### config.mk
export PLATFORM = sky130hd
export DESIGN_NAME = pmcs_power_clock
export DESIGN_NICKNAME = d
export VERILOG_FILES = /design/src/pmcs_pkg.sv /design/src/pmcs_clk_sw_if.sv /design/src/pmcs_clk_switch.sv /design/src/pmcs_power_clock.sv
export SDC_FILE = /design/constraint.sdc
export NUM_CORES = 1
export LEC_CHECK = 0
export ABC_CLOCK_PERIOD_IN_PS = 1700
export BUFFER_PORTS_ARGS = -buffer_cell sky130_fd_sc_hd__buf_2
export CAP_MARGIN = 30
export CORE_AREA = 3 3 87 89
export DETAILED_ROUTE_END_ITERATION = 10
export DIE_AREA = 0 0 90 92
export HOLD_SLACK_MARGIN = 0.12
export MAX_ROUTING_LAYER = met4
export PLACE_DENSITY = 0.73
export SLEW_MARGIN = 10
export SYNTH_ARGS = -nofsm -noshare
export SYNTH_HDL_FRONTEND = slang
export SYNTH_SLANG_ARGS = --single-unit
### constraint.sdc
create_clock -name clk_i -period 1.7 [get_ports clk_i]
set_input_delay 0 -clock clk_i [delete_from_list [all_inputs] [get_ports clk_i]]
set_output_delay 0 -clock clk_i [all_outputs]
set_load 0.03 [all_outputs]
### src/pmcs_pkg.sv
// Package: register map, field layout and reset values of the power-mode and clock-selection block
package pmcs_pkg;

  // --------------------------------------------------------------------------
  // Register addresses
  // --------------------------------------------------------------------------
  localparam logic [7:0] PMCS_ADDR_POWER_CONTROL = 8'h87;
  localparam logic [7:0] PMCS_ADDR_SYSCLK_SEL    = 8'h8F;
  localparam logic [7:0] PMCS_ADDR_INT_OSC_CTRL  = 8'hA1;
  localparam logic [7:0] PMCS_ADDR_INT_OSC_CRS   = 8'hA2;
  localparam logic [7:0] PMCS_ADDR_INT_OSC_FIN   = 8'hA3;
  localparam logic [7:0] PMCS_ADDR_EXT_OSC_CTRL  = 8'hA4;
  localparam logic [7:0] PMCS_ADDR_MULT_CTRL     = 8'hA5;

  // --------------------------------------------------------------------------
  // Field positions
  // --------------------------------------------------------------------------
  localparam int PMCS_PC_STOP_BIT   = 1;
  localparam int PMCS_PC_IDLE_BIT   = 0;
  localparam int PMCS_PC_GF_LSB     = 2;
  localparam int PMCS_IOSC_EN_BIT   = 7;
  localparam int PMCS_XOSC_VLD_BIT  = 7;
  localparam int PMCS_XOSC_MODE_LSB = 4;
  localparam int PMCS_MULT_EN_BIT   = 7;
  localparam int PMCS_MULT_EXT_BIT  = 6;
  localparam int PMCS_MULT_X4_BIT   = 5;
  localparam int PMCS_CS_ACT_LSB    = 4;

  // --------------------------------------------------------------------------
  // Reset values
  // --------------------------------------------------------------------------
  localparam logic [7:0] PMCS_RST_POWER_CONTROL = 8'h00;
  localparam logic [7:0] PMCS_RST_SYSCLK_SEL    = 8'h00;
  localparam logic [7:0] PMCS_RST_INT_OSC_CTRL  = 8'h80;
  localparam logic [7:0] PMCS_RST_TRIM          = 8'h00;
  localparam logic [7:0] PMCS_RST_EXT_OSC_CTRL  = 8'h00;
  localparam logic [7:0] PMCS_RST_MULT_CTRL     = 8'h00;
  localparam logic [7:0] PMCS_RD_UNMAPPED       = 8'h00;
  localparam logic [2:0] PMCS_MULT_SCALE_MAX    = 3'h5;

  // Crystal settle count in external oscillator ticks
  localparam int PMCS_XTAL_SETTLE_TICKS = 1024;

  // --------------------------------------------------------------------------
  // Encodings
  // --------------------------------------------------------------------------
  typedef enum logic [1:0] {
    PMCS_SRC_INT  = 2'h0,
    PMCS_SRC_EXT  = 2'h1,
    PMCS_SRC_MULT = 2'h2,
    PMCS_SRC_RSV  = 2'h3
  } pmcs_src_t;

  typedef enum logic [2:0] {
    PMCS_XMODE_OFF     = 3'h0,
    PMCS_XMODE_CRYSTAL = 3'h1,
    PMCS_XMODE_RC      = 3'h2,
    PMCS_XMODE_CAP     = 3'h3
  } pmcs_xmode_t;

endpackage : pmcs_pkg

### src/pmcs_clk_sw_if.sv
// Interface: carrier between the register logic and the system clock switch
`timescale 1ns/1ps
interface pmcs_clk_sw_if;
  logic [1:0] req_sel;   // Requested source index
  logic [2:0] src_ok;    // Source enabled and settled
  logic [2:0] src_tick;  // One-cycle source edge strobes
  logic [1:0] cur_sel;   // Source now driving the system clock
  logic       sys_clk;   // Delivered system clock level
  logic       sys_rise;  // Rising edge strobe of sys_clk
  logic       busy;      // Handover in progress

  modport ctrl (output req_sel, output src_ok, output src_tick,
                input cur_sel, input sys_clk, input sys_rise, input busy);
  modport sw   (input req_sel, input src_ok, input src_tick,
                output cur_sel, output sys_clk, output sys_rise, output busy);
endinterface : pmcs_clk_sw_if

### src/pmcs_clk_switch.sv
// Glitch-free system clock switch built from source edge strobes
`timescale 1ns/1ps
module pmcs_clk_switch
  import pmcs_pkg::*;
(
  input  wire logic  clk_i,
  input  wire logic  srst_i,
  pmcs_clk_sw_if.sw  sw
);

  typedef enum logic [2:0] {
    PMCS_SW_RUN  = 3'b001,
    PMCS_SW_PARK = 3'b010,
    PMCS_SW_ARM  = 3'b100
  } pmcs_sw_state_t;

  pmcs_sw_state_t state_r, state_nxt;
  logic [1:0]     cur_r, cur_nxt;
  logic [1:0]     tgt_r, tgt_nxt;
  logic           clk_r, clk_nxt;

  wire logic cur_tick = sw.src_tick[cur_r];
  wire logic tgt_tick = sw.src_tick[tgt_r];
  wire logic tgt_ok   = sw.src_ok[tgt_r];
  wire logic req_ok   = (sw.req_sel != PMCS_SRC_RSV) && sw.src_ok[sw.req_sel];

  // --------------------------------------------------------------------------
  // Handover: finish the current high phase, hold low, resume on target edge
  // --------------------------------------------------------------------------
  // Parking low before adopting the new source means neither phase is ever cut short
  always_comb begin
    state_nxt = state_r;
    cur_nxt   = cur_r;
    tgt_nxt   = tgt_r;
    clk_nxt   = clk_r;
    case (state_r)
      PMCS_SW_RUN: begin
        if (cur_tick) begin
          clk_nxt = ~clk_r;
        end
        if (sw.req_sel != cur_r && req_ok) begin
          tgt_nxt   = sw.req_sel;
          state_nxt = PMCS_SW_PARK;
        end
      end
      PMCS_SW_PARK: begin
        if (!clk_r) begin
          state_nxt = PMCS_SW_ARM;
        end else if (cur_tick) begin
          clk_nxt   = 1'b0;
          state_nxt = PMCS_SW_ARM;
        end
      end
      PMCS_SW_ARM: begin
        if (!tgt_ok) begin
          state_nxt = PMCS_SW_RUN;             // Target lost: fall back to old source
        end else if (tgt_tick) begin
          cur_nxt   = tgt_r;
          state_nxt = PMCS_SW_RUN;
        end
      end
      default: begin
        state_nxt = PMCS_SW_RUN;
      end
    endcase
  end

  // State registers
  always_ff @(posedge clk_i) begin
    if (srst_i) begin
      state_r <= PMCS_SW_RUN;
      cur_r   <= PMCS_SRC_INT;
      tgt_r   <= PMCS_SRC_INT;
      clk_r   <= 1'b0;
    end else begin
      state_r <= state_nxt;
      cur_r   <= cur_nxt;
      tgt_r   <= tgt_nxt;
      clk_r   <= clk_nxt;
    end
  end

  // Outputs
  assign sw.cur_sel  = cur_r;
  assign sw.sys_clk  = clk_r;
  assign sw.sys_rise = (state_r == PMCS_SW_RUN) && cur_tick && !clk_r;
  assign sw.busy     = (state_r != PMCS_SW_RUN);

endmodule : pmcs_clk_switch

### src/pmcs_power_clock.sv
// Power control register, oscillator control and system clock selection
//
// Notes on behaviour
// - The upper six bits of the power control register are plain software flags with no effect.
// - Writing 1 to bit 1 enters stop mode and halts the internal oscillator; the bit reads as 0.
// - Writing 1 to bit 0 gates only the CPU clock, peripherals keep running; the bit reads as 0.
// - Select code 01 runs the system clock from the external oscillator; 00 picks internal, 10 the multiplier, 11 is ignored.
// - The external oscillator can keep clocking peripherals while the internal oscillator is the system clock.
// - The source may change on the fly, but only to a source that is enabled and settled.
// - The internal oscillator is usable immediately after the write that enables it.
// - External RC and capacitor modes need no start-up interval before selection.
// - Hardware sets the crystal valid flag once the crystal has settled.
// - The multiplier offers internal or external times two or four, scaled by 1 or 2/3 to 2/7.
// - The internal oscillator has an enable and separate coarse and fine trim registers.
`timescale 1ns/1ps
module pmcs_power_clock
  import pmcs_pkg::*;
#(
  parameter int XTAL_SETTLE_TICKS = PMCS_XTAL_SETTLE_TICKS
) (
  input  wire logic       clk_i,
  input  wire logic       srst_i,
  input  wire logic [7:0] sfr_addr_i,
  input  wire logic [7:0] sfr_wdata_i,
  input  wire logic       sfr_we_i,
  output logic      [7:0] sfr_rdata_o,
  input  wire logic       wake_i,
  input  wire logic       int_osc_tick_i,
  input  wire logic       ext_osc_tick_i,
  input  wire logic       mult_tick_i,
  input  wire logic       mult_locked_i,
  output logic            int_osc_run_o,
  output logic      [6:0] int_osc_coarse_o,
  output logic      [7:0] int_osc_fine_o,
  output logic      [2:0] ext_osc_mode_o,
  output logic      [2:0] ext_osc_range_o,
  output logic            mult_en_o,
  output logic            mult_src_ext_o,
  output logic            mult_x4_o,
  output logic      [2:0] mult_scale_o,
  output logic            sys_clk_o,
  output logic            cpu_clk_en_o,
  output logic            periph_clk_en_o,
  output logic            ext_periph_clk_en_o,
  output logic            idle_o,
  output logic            stop_o
);

  pmcs_clk_sw_if csw ();

  // --------------------------------------------------------------------------
  // Register state
  // --------------------------------------------------------------------------
  logic [5:0] general_flags_r;
  logic       idle_r;
  logic       stop_r;
  logic [1:0] clock_source_select_r;
  logic       iosc_en_r;
  logic [6:0] coarse_r;
  logic [7:0] fine_r;
  logic [2:0] xmode_r;
  logic [2:0] xrange_r;
  logic       crystal_valid_flag_r;
  logic [15:0] xtal_cnt_r;
  logic       mult_en_r;
  logic       mult_ext_r;
  logic       mult_x4_r;
  logic [2:0] mult_scale_r;
  logic [7:0] rdata_r;

  // --------------------------------------------------------------------------
  // Write decode
  // --------------------------------------------------------------------------
  function automatic logic hit(input logic [7:0] addr, input logic [7:0] reg_addr);
    hit = (addr == reg_addr);
  endfunction : hit

  wire logic wr_pc   = sfr_we_i && hit(sfr_addr_i, PMCS_ADDR_POWER_CONTROL);
  wire logic wr_cs   = sfr_we_i && hit(sfr_addr_i, PMCS_ADDR_SYSCLK_SEL);
  wire logic wr_io   = sfr_we_i && hit(sfr_addr_i, PMCS_ADDR_INT_OSC_CTRL);
  wire logic wr_crs  = sfr_we_i && hit(sfr_addr_i, PMCS_ADDR_INT_OSC_CRS);
  wire logic wr_fin  = sfr_we_i && hit(sfr_addr_i, PMCS_ADDR_INT_OSC_FIN);
  wire logic wr_xo   = sfr_we_i && hit(sfr_addr_i, PMCS_ADDR_EXT_OSC_CTRL);
  wire logic wr_mult = sfr_we_i && hit(sfr_addr_i, PMCS_ADDR_MULT_CTRL);

  wire logic set_idle = wr_pc && sfr_wdata_i[PMCS_PC_IDLE_BIT];
  wire logic set_stop = wr_pc && sfr_wdata_i[PMCS_PC_STOP_BIT];
  // Scale codes beyond 2/7 are clamped so the divider never sees an undefined ratio
  wire logic [2:0] scale_wr = (sfr_wdata_i[2:0] > PMCS_MULT_SCALE_MAX) ? PMCS_MULT_SCALE_MAX : sfr_wdata_i[2:0];

  // --------------------------------------------------------------------------
  // Power control
  // --------------------------------------------------------------------------
  // Flags are software scratch only; a new request wins over a wake in the same cycle
  always_ff @(posedge clk_i) begin
    if (srst_i) begin
      general_flags_r <= PMCS_RST_POWER_CONTROL[7:2];
      idle_r          <= 1'b0;
      stop_r          <= 1'b0;
    end else begin
      if (wr_pc) begin
        general_flags_r <= sfr_wdata_i[7:PMCS_PC_GF_LSB];
      end
      idle_r <= set_idle | (idle_r & ~wake_i);
      stop_r <= set_stop | (stop_r & ~wake_i);
    end
  end

  // --------------------------------------------------------------------------
  // Clock control registers
  // --------------------------------------------------------------------------
  always_ff @(posedge clk_i) begin
    if (srst_i) begin
      clock_source_select_r <= PMCS_RST_SYSCLK_SEL[1:0];
      iosc_en_r             <= PMCS_RST_INT_OSC_CTRL[PMCS_IOSC_EN_BIT];
      coarse_r              <= PMCS_RST_TRIM[6:0];
      fine_r                <= PMCS_RST_TRIM;
      xmode_r               <= PMCS_RST_EXT_OSC_CTRL[6:4];
      xrange_r              <= PMCS_RST_EXT_OSC_CTRL[2:0];
      mult_en_r             <= PMCS_RST_MULT_CTRL[PMCS_MULT_EN_BIT];
      mult_ext_r            <= PMCS_RST_MULT_CTRL[PMCS_MULT_EXT_BIT];
      mult_x4_r             <= PMCS_RST_MULT_CTRL[PMCS_MULT_X4_BIT];
      mult_scale_r          <= PMCS_RST_MULT_CTRL[2:0];
    end else begin
      if (wr_cs) clock_source_select_r <= sfr_wdata_i[1:0];
      if (wr_io) iosc_en_r <= sfr_wdata_i[PMCS_IOSC_EN_BIT];
      if (wr_crs) coarse_r <= sfr_wdata_i[6:0];
      if (wr_fin) fine_r <= sfr_wdata_i;
      if (wr_xo) begin
        xmode_r  <= sfr_wdata_i[PMCS_XOSC_MODE_LSB +: 3];
        xrange_r <= sfr_wdata_i[2:0];
      end
      if (wr_mult) begin
        mult_en_r    <= sfr_wdata_i[PMCS_MULT_EN_BIT];
        mult_ext_r   <= sfr_wdata_i[PMCS_MULT_EXT_BIT];
        mult_x4_r    <= sfr_wdata_i[PMCS_MULT_X4_BIT];
        mult_scale_r <= scale_wr;
      end
    end
  end

  // --------------------------------------------------------------------------
  // Crystal settle detector
  // --------------------------------------------------------------------------
  // Counts oscillator edges after enable; any mode write restarts the count
  wire logic xtal_mode = (xmode_r == PMCS_XMODE_CRYSTAL);
  always_ff @(posedge clk_i) begin
    if (srst_i || wr_xo || !xtal_mode) begin
      xtal_cnt_r           <= 16'h0000;
      crystal_valid_flag_r <= 1'b0;
    end else if (ext_osc_tick_i && !crystal_valid_flag_r) begin
      xtal_cnt_r <= xtal_cnt_r + 16'h0001;
      if (xtal_cnt_r == 16'(XTAL_SETTLE_TICKS - 1)) begin
        crystal_valid_flag_r <= 1'b1;
      end
    end
  end

  // --------------------------------------------------------------------------
  // Source readiness and ticks
  // --------------------------------------------------------------------------
  // Stop halts the internal oscillator; crystal mode counts as ready as soon as the valid flag is set
  assign int_osc_run_o = iosc_en_r && !stop_r;
  wire logic int_ok  = int_osc_run_o;
  wire logic ext_on  = (xmode_r != PMCS_XMODE_OFF);
  wire logic ext_ok  = xtal_mode ? crystal_valid_flag_r : ext_on;
  wire logic base_ok = mult_ext_r ? ext_ok : int_ok;
  wire logic mult_ok = mult_en_r && mult_locked_i && base_ok;

  assign csw.req_sel  = clock_source_select_r;
  assign csw.src_ok   = {mult_ok, ext_ok, int_ok};
  assign csw.src_tick = {mult_tick_i && mult_ok, ext_osc_tick_i && ext_on, int_osc_tick_i && int_ok};

  pmcs_clk_switch u_switch (
    .clk_i  (clk_i),
    .srst_i (srst_i),
    .sw     (csw)
  );

  // --------------------------------------------------------------------------
  // Clock enables delivered to the core and peripherals
  // --------------------------------------------------------------------------
  // Idle removes only the CPU enable; peripherals follow the system clock until stop
  assign sys_clk_o           = csw.sys_clk;
  assign periph_clk_en_o     = csw.sys_rise && !stop_r;
  assign cpu_clk_en_o        = csw.sys_rise && !idle_r && !stop_r;
  assign ext_periph_clk_en_o = ext_osc_tick_i && ext_on;
  assign idle_o              = idle_r;
  assign stop_o              = stop_r;
  assign int_osc_coarse_o    = coarse_r;
  assign int_osc_fine_o      = fine_r;
  assign ext_osc_mode_o      = xmode_r;
  assign ext_osc_range_o     = xrange_r;
  assign mult_en_o           = mult_en_r;
  assign mult_src_ext_o      = mult_ext_r;
  assign mult_x4_o           = mult_x4_r;
  assign mult_scale_o        = mult_scale_r;

  // --------------------------------------------------------------------------
  // Read path
  // --------------------------------------------------------------------------
  // Request bits always read back as zero
  wire logic [7:0] rd_pc   = {general_flags_r, 2'b00};
  wire logic [7:0] rd_cs   = {2'b00, csw.cur_sel, 2'b00, clock_source_select_r};
  wire logic [7:0] rd_io   = {iosc_en_r, 7'h00};
  wire logic [7:0] rd_xo   = {crystal_valid_flag_r, xmode_r, 1'b0, xrange_r};
  wire logic [7:0] rd_mult = {mult_en_r, mult_ext_r, mult_x4_r, 2'b00, mult_scale_r};
  wire logic [7:0] rd_mux  =
      hit(sfr_addr_i, PMCS_ADDR_POWER_CONTROL) ? rd_pc   :
      hit(sfr_addr_i, PMCS_ADDR_SYSCLK_SEL)    ? rd_cs   :
      hit(sfr_addr_i, PMCS_ADDR_INT_OSC_CTRL)  ? rd_io   :
      hit(sfr_addr_i, PMCS_ADDR_INT_OSC_CRS)   ? {1'b0, coarse_r} :
      hit(sfr_addr_i, PMCS_ADDR_INT_OSC_FIN)   ? fine_r  :
      hit(sfr_addr_i, PMCS_ADDR_EXT_OSC_CTRL)  ? rd_xo   :
      hit(sfr_addr_i, PMCS_ADDR_MULT_CTRL)     ? rd_mult : PMCS_RD_UNMAPPED;

  // Registered read data, one cycle after the address
  always_ff @(posedge clk_i) begin
    if (srst_i) begin
      rdata_r <= PMCS_RD_UNMAPPED;
    end else begin
      rdata_r <= rd_mux;
    end
  end

  assign sfr_rdata_o = rdata_r;

endmodule : pmcs_power_clock

After elaboration in Yosys (flattened, before gate mapping)
Cells that the tools add are included.

operators by class
  div/mod/pow operators = 0
  shift-type cells = 0
  eq/ne operators = 18
  add/sub/neg operators = 1
  $lt $le $gt $ge = 4
  bitwise operators = 6
  reductions and logical operators = 38
  multipliers = 0
  muxes and demuxes = 28

operators with widths
  cell                                                         count
  == test 8 bit (second input constant)                        7
  two-way mux 8 bit                                            7
  logical AND 1 bit                                            23
  two-way mux 3 bit                                            6
  adder 16 x 1 -> 16 bit (second input constant)               1
  == test 16 x 10 -> 1 bit (second input constant)             1
  less-than comparator 2 x 3 -> 1 bit (second input constant)  3
  two-way mux 1 bit                                            9
  one-hot mux 3 bit (3 select lines)                           1
  binary-select mux 1 bit (select 2 bit)                       4
  == test 3 x 1 -> 1 bit (second input constant)               2
  AND reduction 2 bit                                          3
  AND reduction 3 bit                                          2
  zero test 1 bit                                              5
  inequality test 2 x 1 -> 1 bit (second input constant)       2
  == test 3 x 2 -> 1 bit (second input constant)               1
  == test 3 bit (second input constant)                        1
  greater-than comparator 3 bit (second input constant)        1
  inequality test 3 x 2 -> 1 bit (second input constant)       1
  inequality test 3 bit (second input constant)                1
  nonzero test 3 bit                                           1
  bitwise AND 1 bit                                            2
  logical OR 1 bit                                             2
  inequality test 2 bit                                        1
  6 further kinds                                              8

storage, ports and cells
  register bits after elaboration = 71
  bits in latches = 0
  memories = 0
  output and inout bits = 42
  bits of input ports = 24
  word-level logic and storage cells = 116
  bits in read-only memories = 0
  bits in writable memories = 0

Depth between registers and ports, before layout
  depth in word-level cells = 11
  mapped depth = 7
  mapped depth without buffers = 6

Hierarchy
A second synthesis with hierarchy kept.

unflattened totals
  cell total of the unflattened synthesis = 369
  area, all modules = 3417.0 µm²

by module, submodules not included
  module            cells each  instances  seq. area each (µm²)  area an instance (µm²)
  pmcs_power_clock  307         1          1261.2                2907.8
  pmcs_clk_switch   62          1          160.2                 509.2

Least setup slack after synthesis
No wires, ideal clock.

  path kind = register -> output
  from = register xmode_r[0], in the netlist ext_osc_mode_o[0]
  to = output port cpu_clk_en_o
  setup slack = -1074 ps
  stages on the path, launching flop included = 7
  arrival = 2774 ps
  path buffers = 0
  required time = 1700 ps
  cell sequence = dfxtp_1 -> a211oi_1 -> and2_1 -> nor2_1 -> a31oi_1 -> nor4_1 -> nor2b_1

on the way
  longest elaborated chain between the ends = 11
  elaborated cells on any way between the ends = 13
  those cells by class = eq/ne: 1; mux: 4; reduce/logical: 8

RTL lines
  what                                                          RTL line                                          text
  from (decl)                                                   pmcs_power_clock.sv:61                            logic [2:0] xmode_r;
  from (signal assigned)                                        pmcs_power_clock.sv:118                           xmode_r <= PMCS_RST_EXT_OSC_CTRL[6:4];
  from (signal assigned)                                        pmcs_power_clock.sv:130                           xmode_r <= sfr_wdata_i[PMCS_XOSC_MODE_LSB +: 3];
  == test 3 x 1 -> 1 bit or nonzero test 3 bit (tied branches)  pmcs_power_clock.sv:146, pmcs_power_clock.sv:165
  two-way mux 1 bit                                             pmcs_power_clock.sv:166                           wire logic ext_ok = xtal_mode ? crystal_valid_flag_r : ext_on;
  two-way mux 1 bit                                             pmcs_power_clock.sv:167                           wire logic base_ok = mult_ext_r ? ext_ok : int_ok;
  logical AND 1 bit                                             pmcs_power_clock.sv:168                           wire logic mult_ok = mult_en_r && mult_locked_i && base_ok;
  logical AND 1 bit                                             pmcs_power_clock.sv:172                           assign csw.src_tick = {mult_tick_i && mult_ok, ext_osc_tick_i && ext_on, int_osc_tick_i && int_ok};
  binary-select mux 1 bit (select 2 bit) *                      pmcs_clk_switch.sv:22                             wire logic cur_tick = sw.src_tick[cur_r];
  two-way mux 1 bit (implied by the code) *                     pmcs_clk_switch.sv:22
  logical AND 1 bit * (2 in a row)                              pmcs_clk_switch.sv:86                             assign sw.sys_rise = (state_r == PMCS_SW_RUN) && cur_tick && !clk_r;
  logical AND 1 bit * (2 in a row)                              pmcs_power_clock.sv:186                           assign cpu_clk_en_o = csw.sys_rise && !idle_r && !stop_r;
  to (decl)                                                     pmcs_power_clock.sv:42                            output logic cpu_clk_en_o,

Every way passes the cells marked *; elsewhere a longest branch is shown, timed or not. The select of a mux whose other input is x is not followed.

Final worst setup path
  from = register iosc_en_r
  to = output port cpu_clk_en_o

on the way
  longest elaborated chain between the ends = 10
  elaborated cells on any way between the ends = 11
  those cells by class = mux: 3; reduce/logical: 8

RTL lines
  what                                       RTL line                 text
  from (decl)                                pmcs_power_clock.sv:58   logic iosc_en_r;
  from (signal assigned)                     pmcs_power_clock.sv:115  iosc_en_r <= PMCS_RST_INT_OSC_CTRL[PMCS_IOSC_EN_BIT];
  from (signal assigned)                     pmcs_power_clock.sv:126  if (wr_io) iosc_en_r <= sfr_wdata_i[PMCS_IOSC_EN_BIT];
  logical AND 1 bit *                        pmcs_power_clock.sv:163  assign int_osc_run_o = iosc_en_r && !stop_r;
  two-way mux 1 bit                          pmcs_power_clock.sv:167
  logical AND 1 bit                          pmcs_power_clock.sv:168
  logical AND 1 bit                          pmcs_power_clock.sv:172
  binary-select mux 1 bit (select 2 bit) *   pmcs_clk_switch.sv:22
  two-way mux 1 bit (implied by the code) *  pmcs_clk_switch.sv:22
  logical AND 1 bit * (2 in a row)           pmcs_clk_switch.sv:86
  logical AND 1 bit * (2 in a row)           pmcs_power_clock.sv:186

Marks and branches as above.

==> impl_metrics.tcl <==
set metrics [dict create \
    cp.arrival_ps 1930 \
    wl_met2_mm 4.682 \
    slowest_delay_ps 330 \
    start_util_pct 48.53 \
    routed.top_layer "met4" \
    seq_area_frac_synth_pct 42.87 \
    synth_cell_types 50 \
    clockBufferDepth 2 \
    cp_max_fo 4 \
    required_ps 1700 \
    core_um2 6832 \
    diodes 0 \
    status "finished with violations" \
    grt_use_total_pct 23.06 \
    fin_nets 530 \
    grt_pass1_vias 3148 \
    finalHoldViolCount 0 \
    critPathBufInv 3 \
    dr.pass1.iters 4 \
    worst_pin_slew_ps 453.9 \
    synth_nets 414 \
    met3_length_um 371 \
    syn_inst 389 \
    rsz0062_at_grt "true" \
    cp_cell_sequence "nor2b_4 > buf_6 > o211ai_4 > buf_6 > nor2_4 > a31oi_4 > nor4_4 > nor2b_4 > buf_6" \
    clkTransAtPathRegs_ps 70 \
    yosys.area_share.simple_pct 28.75 \
    max-vdd-ir-drop_uv 601.7 \
    synthToLayoutAreaGrowth_pct 34.68 \
    finalWirelength_mm 9.374 \
    syn_area_um2 3316 \
    dr_total_vias 3249 \
    synth_top_family_by_area "simple AND/OR/NAND/NOR gates" \
    num_io_pins 66 \
    path_class "reg2out" \
    ant_nets 0 \
    finalCritPeriodShare_pct 113.3 \
    die_h_um 92 \
    start_kind "register" \
    route.layer.met1.wl_mm 4.126 \
    fin_ws_ps -225.4 \
    fmax_mhz 519.4 \
    routabilityCongestion 0.9108 \
    drt_iter0_drc 114 \
    wire_per_inst_um 15.49 \
    root_buffer "clkbuf_8" \
    cts_made_buffers 9 \
    finalInstanceArea_um2 4466 \
    yosys_warnings 0 \
    cpLargestDelayFamily "simple AND/OR/NAND/NOR gates" \
    post-place-ws_ps -237.3 \
    placed_cell_area_um2 4036 \
    viasPerCell 5.370 \
    fin_worst_skew_ps 6.725 \
    setup-violations-final 7 \
    die-area_um2 8280 \
    min_path_type "in2reg" \
    grt_max_degree 28 \
    slew_viol_final 0 \
    ys_seq_elements 71 \
    synth-compound-area-share_pct 13.43 \
    synthXorXnorAreaFrac_pct 3.962 \
    globalRouteOverflowTotal 0 \
    timing.slew.headroom_pct 69.67 \
    cap_viol_max_count 0 \
    cts_tree "done" \
    synthMuxAreaShare_pct 7.887 \
    cp_slowest_cell "dfxtp_2" \
    rows 30 \
    antenna_found_initial 0 \
    cts.sinks 71 \
    synth_adder_area_share_pct 0.3774 \
    period_minus_slack_ps 1925 \
    cp-end-kind "primary output" \
    p_per_area_nw_per_um2 728.5 \
    htree_levels 3 \
    drc 0 \
    grt_first_pass_wirelength_mm 15.06 \
    syn_area_per_cell_um2 8.524 \
    clk_latency_ps 340 \
    dp_hpwl_mm 6.579 \
    port_buffers 65 \
    crit_path_frequent_cell "buf_6" \
    drive_gt1_share_pct 29.47 \
    die_w_um 90 \
    violations "setup timing" \
    cellLeakagePower_nw 1.886 \
]
==> registers in the layout, indices dropped and copies added, names as in the netlist <==
signal and flops:
xtal_cnt_r 16, int_osc_fine_o 8, sfr_rdata_o 8, int_osc_coarse_o 7
general_flags_r 6, ext_osc_mode_o 3, ext_osc_range_o 3, mult_scale_o 3
u_switch.state_r 3, clock_source_select_r 2, u_switch.sw.cur_sel 2, u_switch.tgt_r 2
crystal_valid_flag_r 1, idle_o 1, iosc_en_r 1, mult_en_o 1
mult_src_ext_o 1, mult_x4_o 1, stop_o 1, u_switch.sw.sys_clk 1
==> layout by cell type (no fill, tap or decap), types with 4 or more instances in the layout <==
cell type      instances
nor3b_1                4
inv_1                  6
nand2_1               35
o21ai_0                6
nand4_1                4
nor3_1                 7
dlygate4sd3_1         13
clkbuf_8              11
and3_1                 6
buf_4                 41
dfxtp_1               66
a31oi_1                5
nand3_1               22
xnor2_1                5
dfxtp_2                4
nor2b_1                6
xor2_1                10
mux2i_1               25
buf_2                 62
a21oi_1               27
nor2_1                65
nand2b_1              12
==> through the flow <==
step / TNS [ps] / power [W] / instances / hold WS (ps) / util, %
2_1_floorplan: -1045 / 0.001810 / 389 / 132.7 / -
3_3_place_gp: -487.3 / 0.001893 / 574 / 277.0 / 59.08
3_5_place_dp: -1193 / 0.001896 / 574 / 275.1 / 59.08
4_1_cts: -910.0 / 0.003271 / 605 / 122.7 / 65.02
5_1_grt: -1903 / 0.003369 / 605 / 154.4 / 65.37
6_report: -1057 / 0.003253 / 605 / 144.0 / 65.37
==> Yosys cell counts, drive strengths merged <==
| cell type | count | area (um^2) |
|---|---|---|
| dfxtp | 71 | 1421 |
| nor2 | 68 | 257.8 |
| nand2 | 36 | 137.6 |
| a21oi | 28 | 143.9 |
| mux2i | 25 | 250.2 |
| nand3 | 24 | 130.1 |
| nand2b | 12 | 75.07 |
| clkbuf | 10 | 37.54 |
| xor2 | 10 | 87.58 |
| nor2b | 8 | 50.05 |
| nor3 | 8 | 45.04 |
| o21ai | 7 | 35.03 |
| a31oi | 6 | 37.54 |
| and3 | 6 | 37.54 |
| buf | 6 | 30.03 |
| inv | 6 | 22.52 |
| nor3b | 5 | 37.54 |
| nor4 | 5 | 61.31 |
| xnor2 | 5 | 43.79 |
| and2 | 4 | 25.02 |
| nand4 | 4 | 25.02 |
| a221oi | 3 | 26.28 |
| a22oi | 3 | 22.52 |
| a32oi | 3 | 26.28 |
| o31ai | 3 | 22.52 |
| or3 | 3 | 18.77 |
| a211o | 2 | 17.52 |
| a211oi | 2 | 15.01 |
| nand3b | 2 | 15.01 |
| o22ai | 2 | 12.51 |
| or3b | 2 | 20.02 |
| a2111oi | 1 | 27.53 |
| a311oi | 1 | 8.760 |
| a32o | 1 | 10.01 |
| and2b | 1 | 8.760 |
| ha | 1 | 12.51 |
| mux2 | 1 | 11.26 |
| nor4b | 1 | 8.760 |
| o211ai | 1 | 21.27 |
| o221ai | 1 | 8.760 |
| o32a | 1 | 10.01 |
==> final cells by class <==
| cell class | count | area (um^2) |
|---|---|---|
| Fill cell | 576 | 2366 |
| Multi-Input combinational cell | 296 | 1886 |
| Sequential cell | 71 | 1430 |
| Timing Repair Buffer | 121 | 809.5 |
| Clock buffer | 12 | 155.1 |
| Tap cell | 96 | 120.1 |
| Clock inverter | 3 | 42.54 |
| Inverter | 6 | 22.52 |
==> cell families (layout without fill, tap and decap cells) <==
logic type,after synthesis,in the layout
multiplexers,26,26
AO/OA/AOI/OAI,65,65
flip-flops,71,71
buffers and inverters,22,142
AND/OR/NAND/NOR,189,189
adder cells (fa/ha/maj),1,1
XOR/XNOR,15,15
==> final timing paths <==
kind / end / cells after the start / slack (ps) / start
max: cpu_clk_en_o / 9 / -230 / iosc_en_r
min: iosc_en_r / 4 / 140 / sfr_addr_i[1]
max reg2reg: u_switch.state_r[0] / 8 / -210 / ext_osc_mode_o[0]
min reg2reg: general_flags_r[2] / 2 / 460 / general_flags_r[2]
==> worst reg2reg max path, stage by stage, from the launching register on <==
cell	delay (ps)
dfxtp_2	320
buf_4	150
o31ai_4	250
buf_4	160
nor2_1	40
a32o_1	200
a31oi_1	270
a21oi_2	110
a211o_1	300
==> per-layer routing <==
metal / vias up / global-route usage (%)
met5: - / -
met4: 0 / 8.291
met2: 88 / 38.89
met3: 20 / 4.840
met1: 1543 / 27.33
li1: 1598 / -
==> power breakdown <==
part	switching (W)	leakage, nW	internal, W
Clock	0.000612	0.0985	0.000748
Combinational	0.000133	1.21	0.0000915
Sequential	0.00000461	0.574	0.00166
==> what timing repair did <==
item | 4_1_cts | 5_1_grt
setup endpoints to repair | 10 | 15
buffers inserted | 3 | 0
hold buffers | 13 | 0
gates cloned | 0 | 0
pin swaps | 1 | 1
gates resized for setup | 15 | 5
endpoints found under the hold margin | 40 | 0
(Power assumes the default switching activity.)
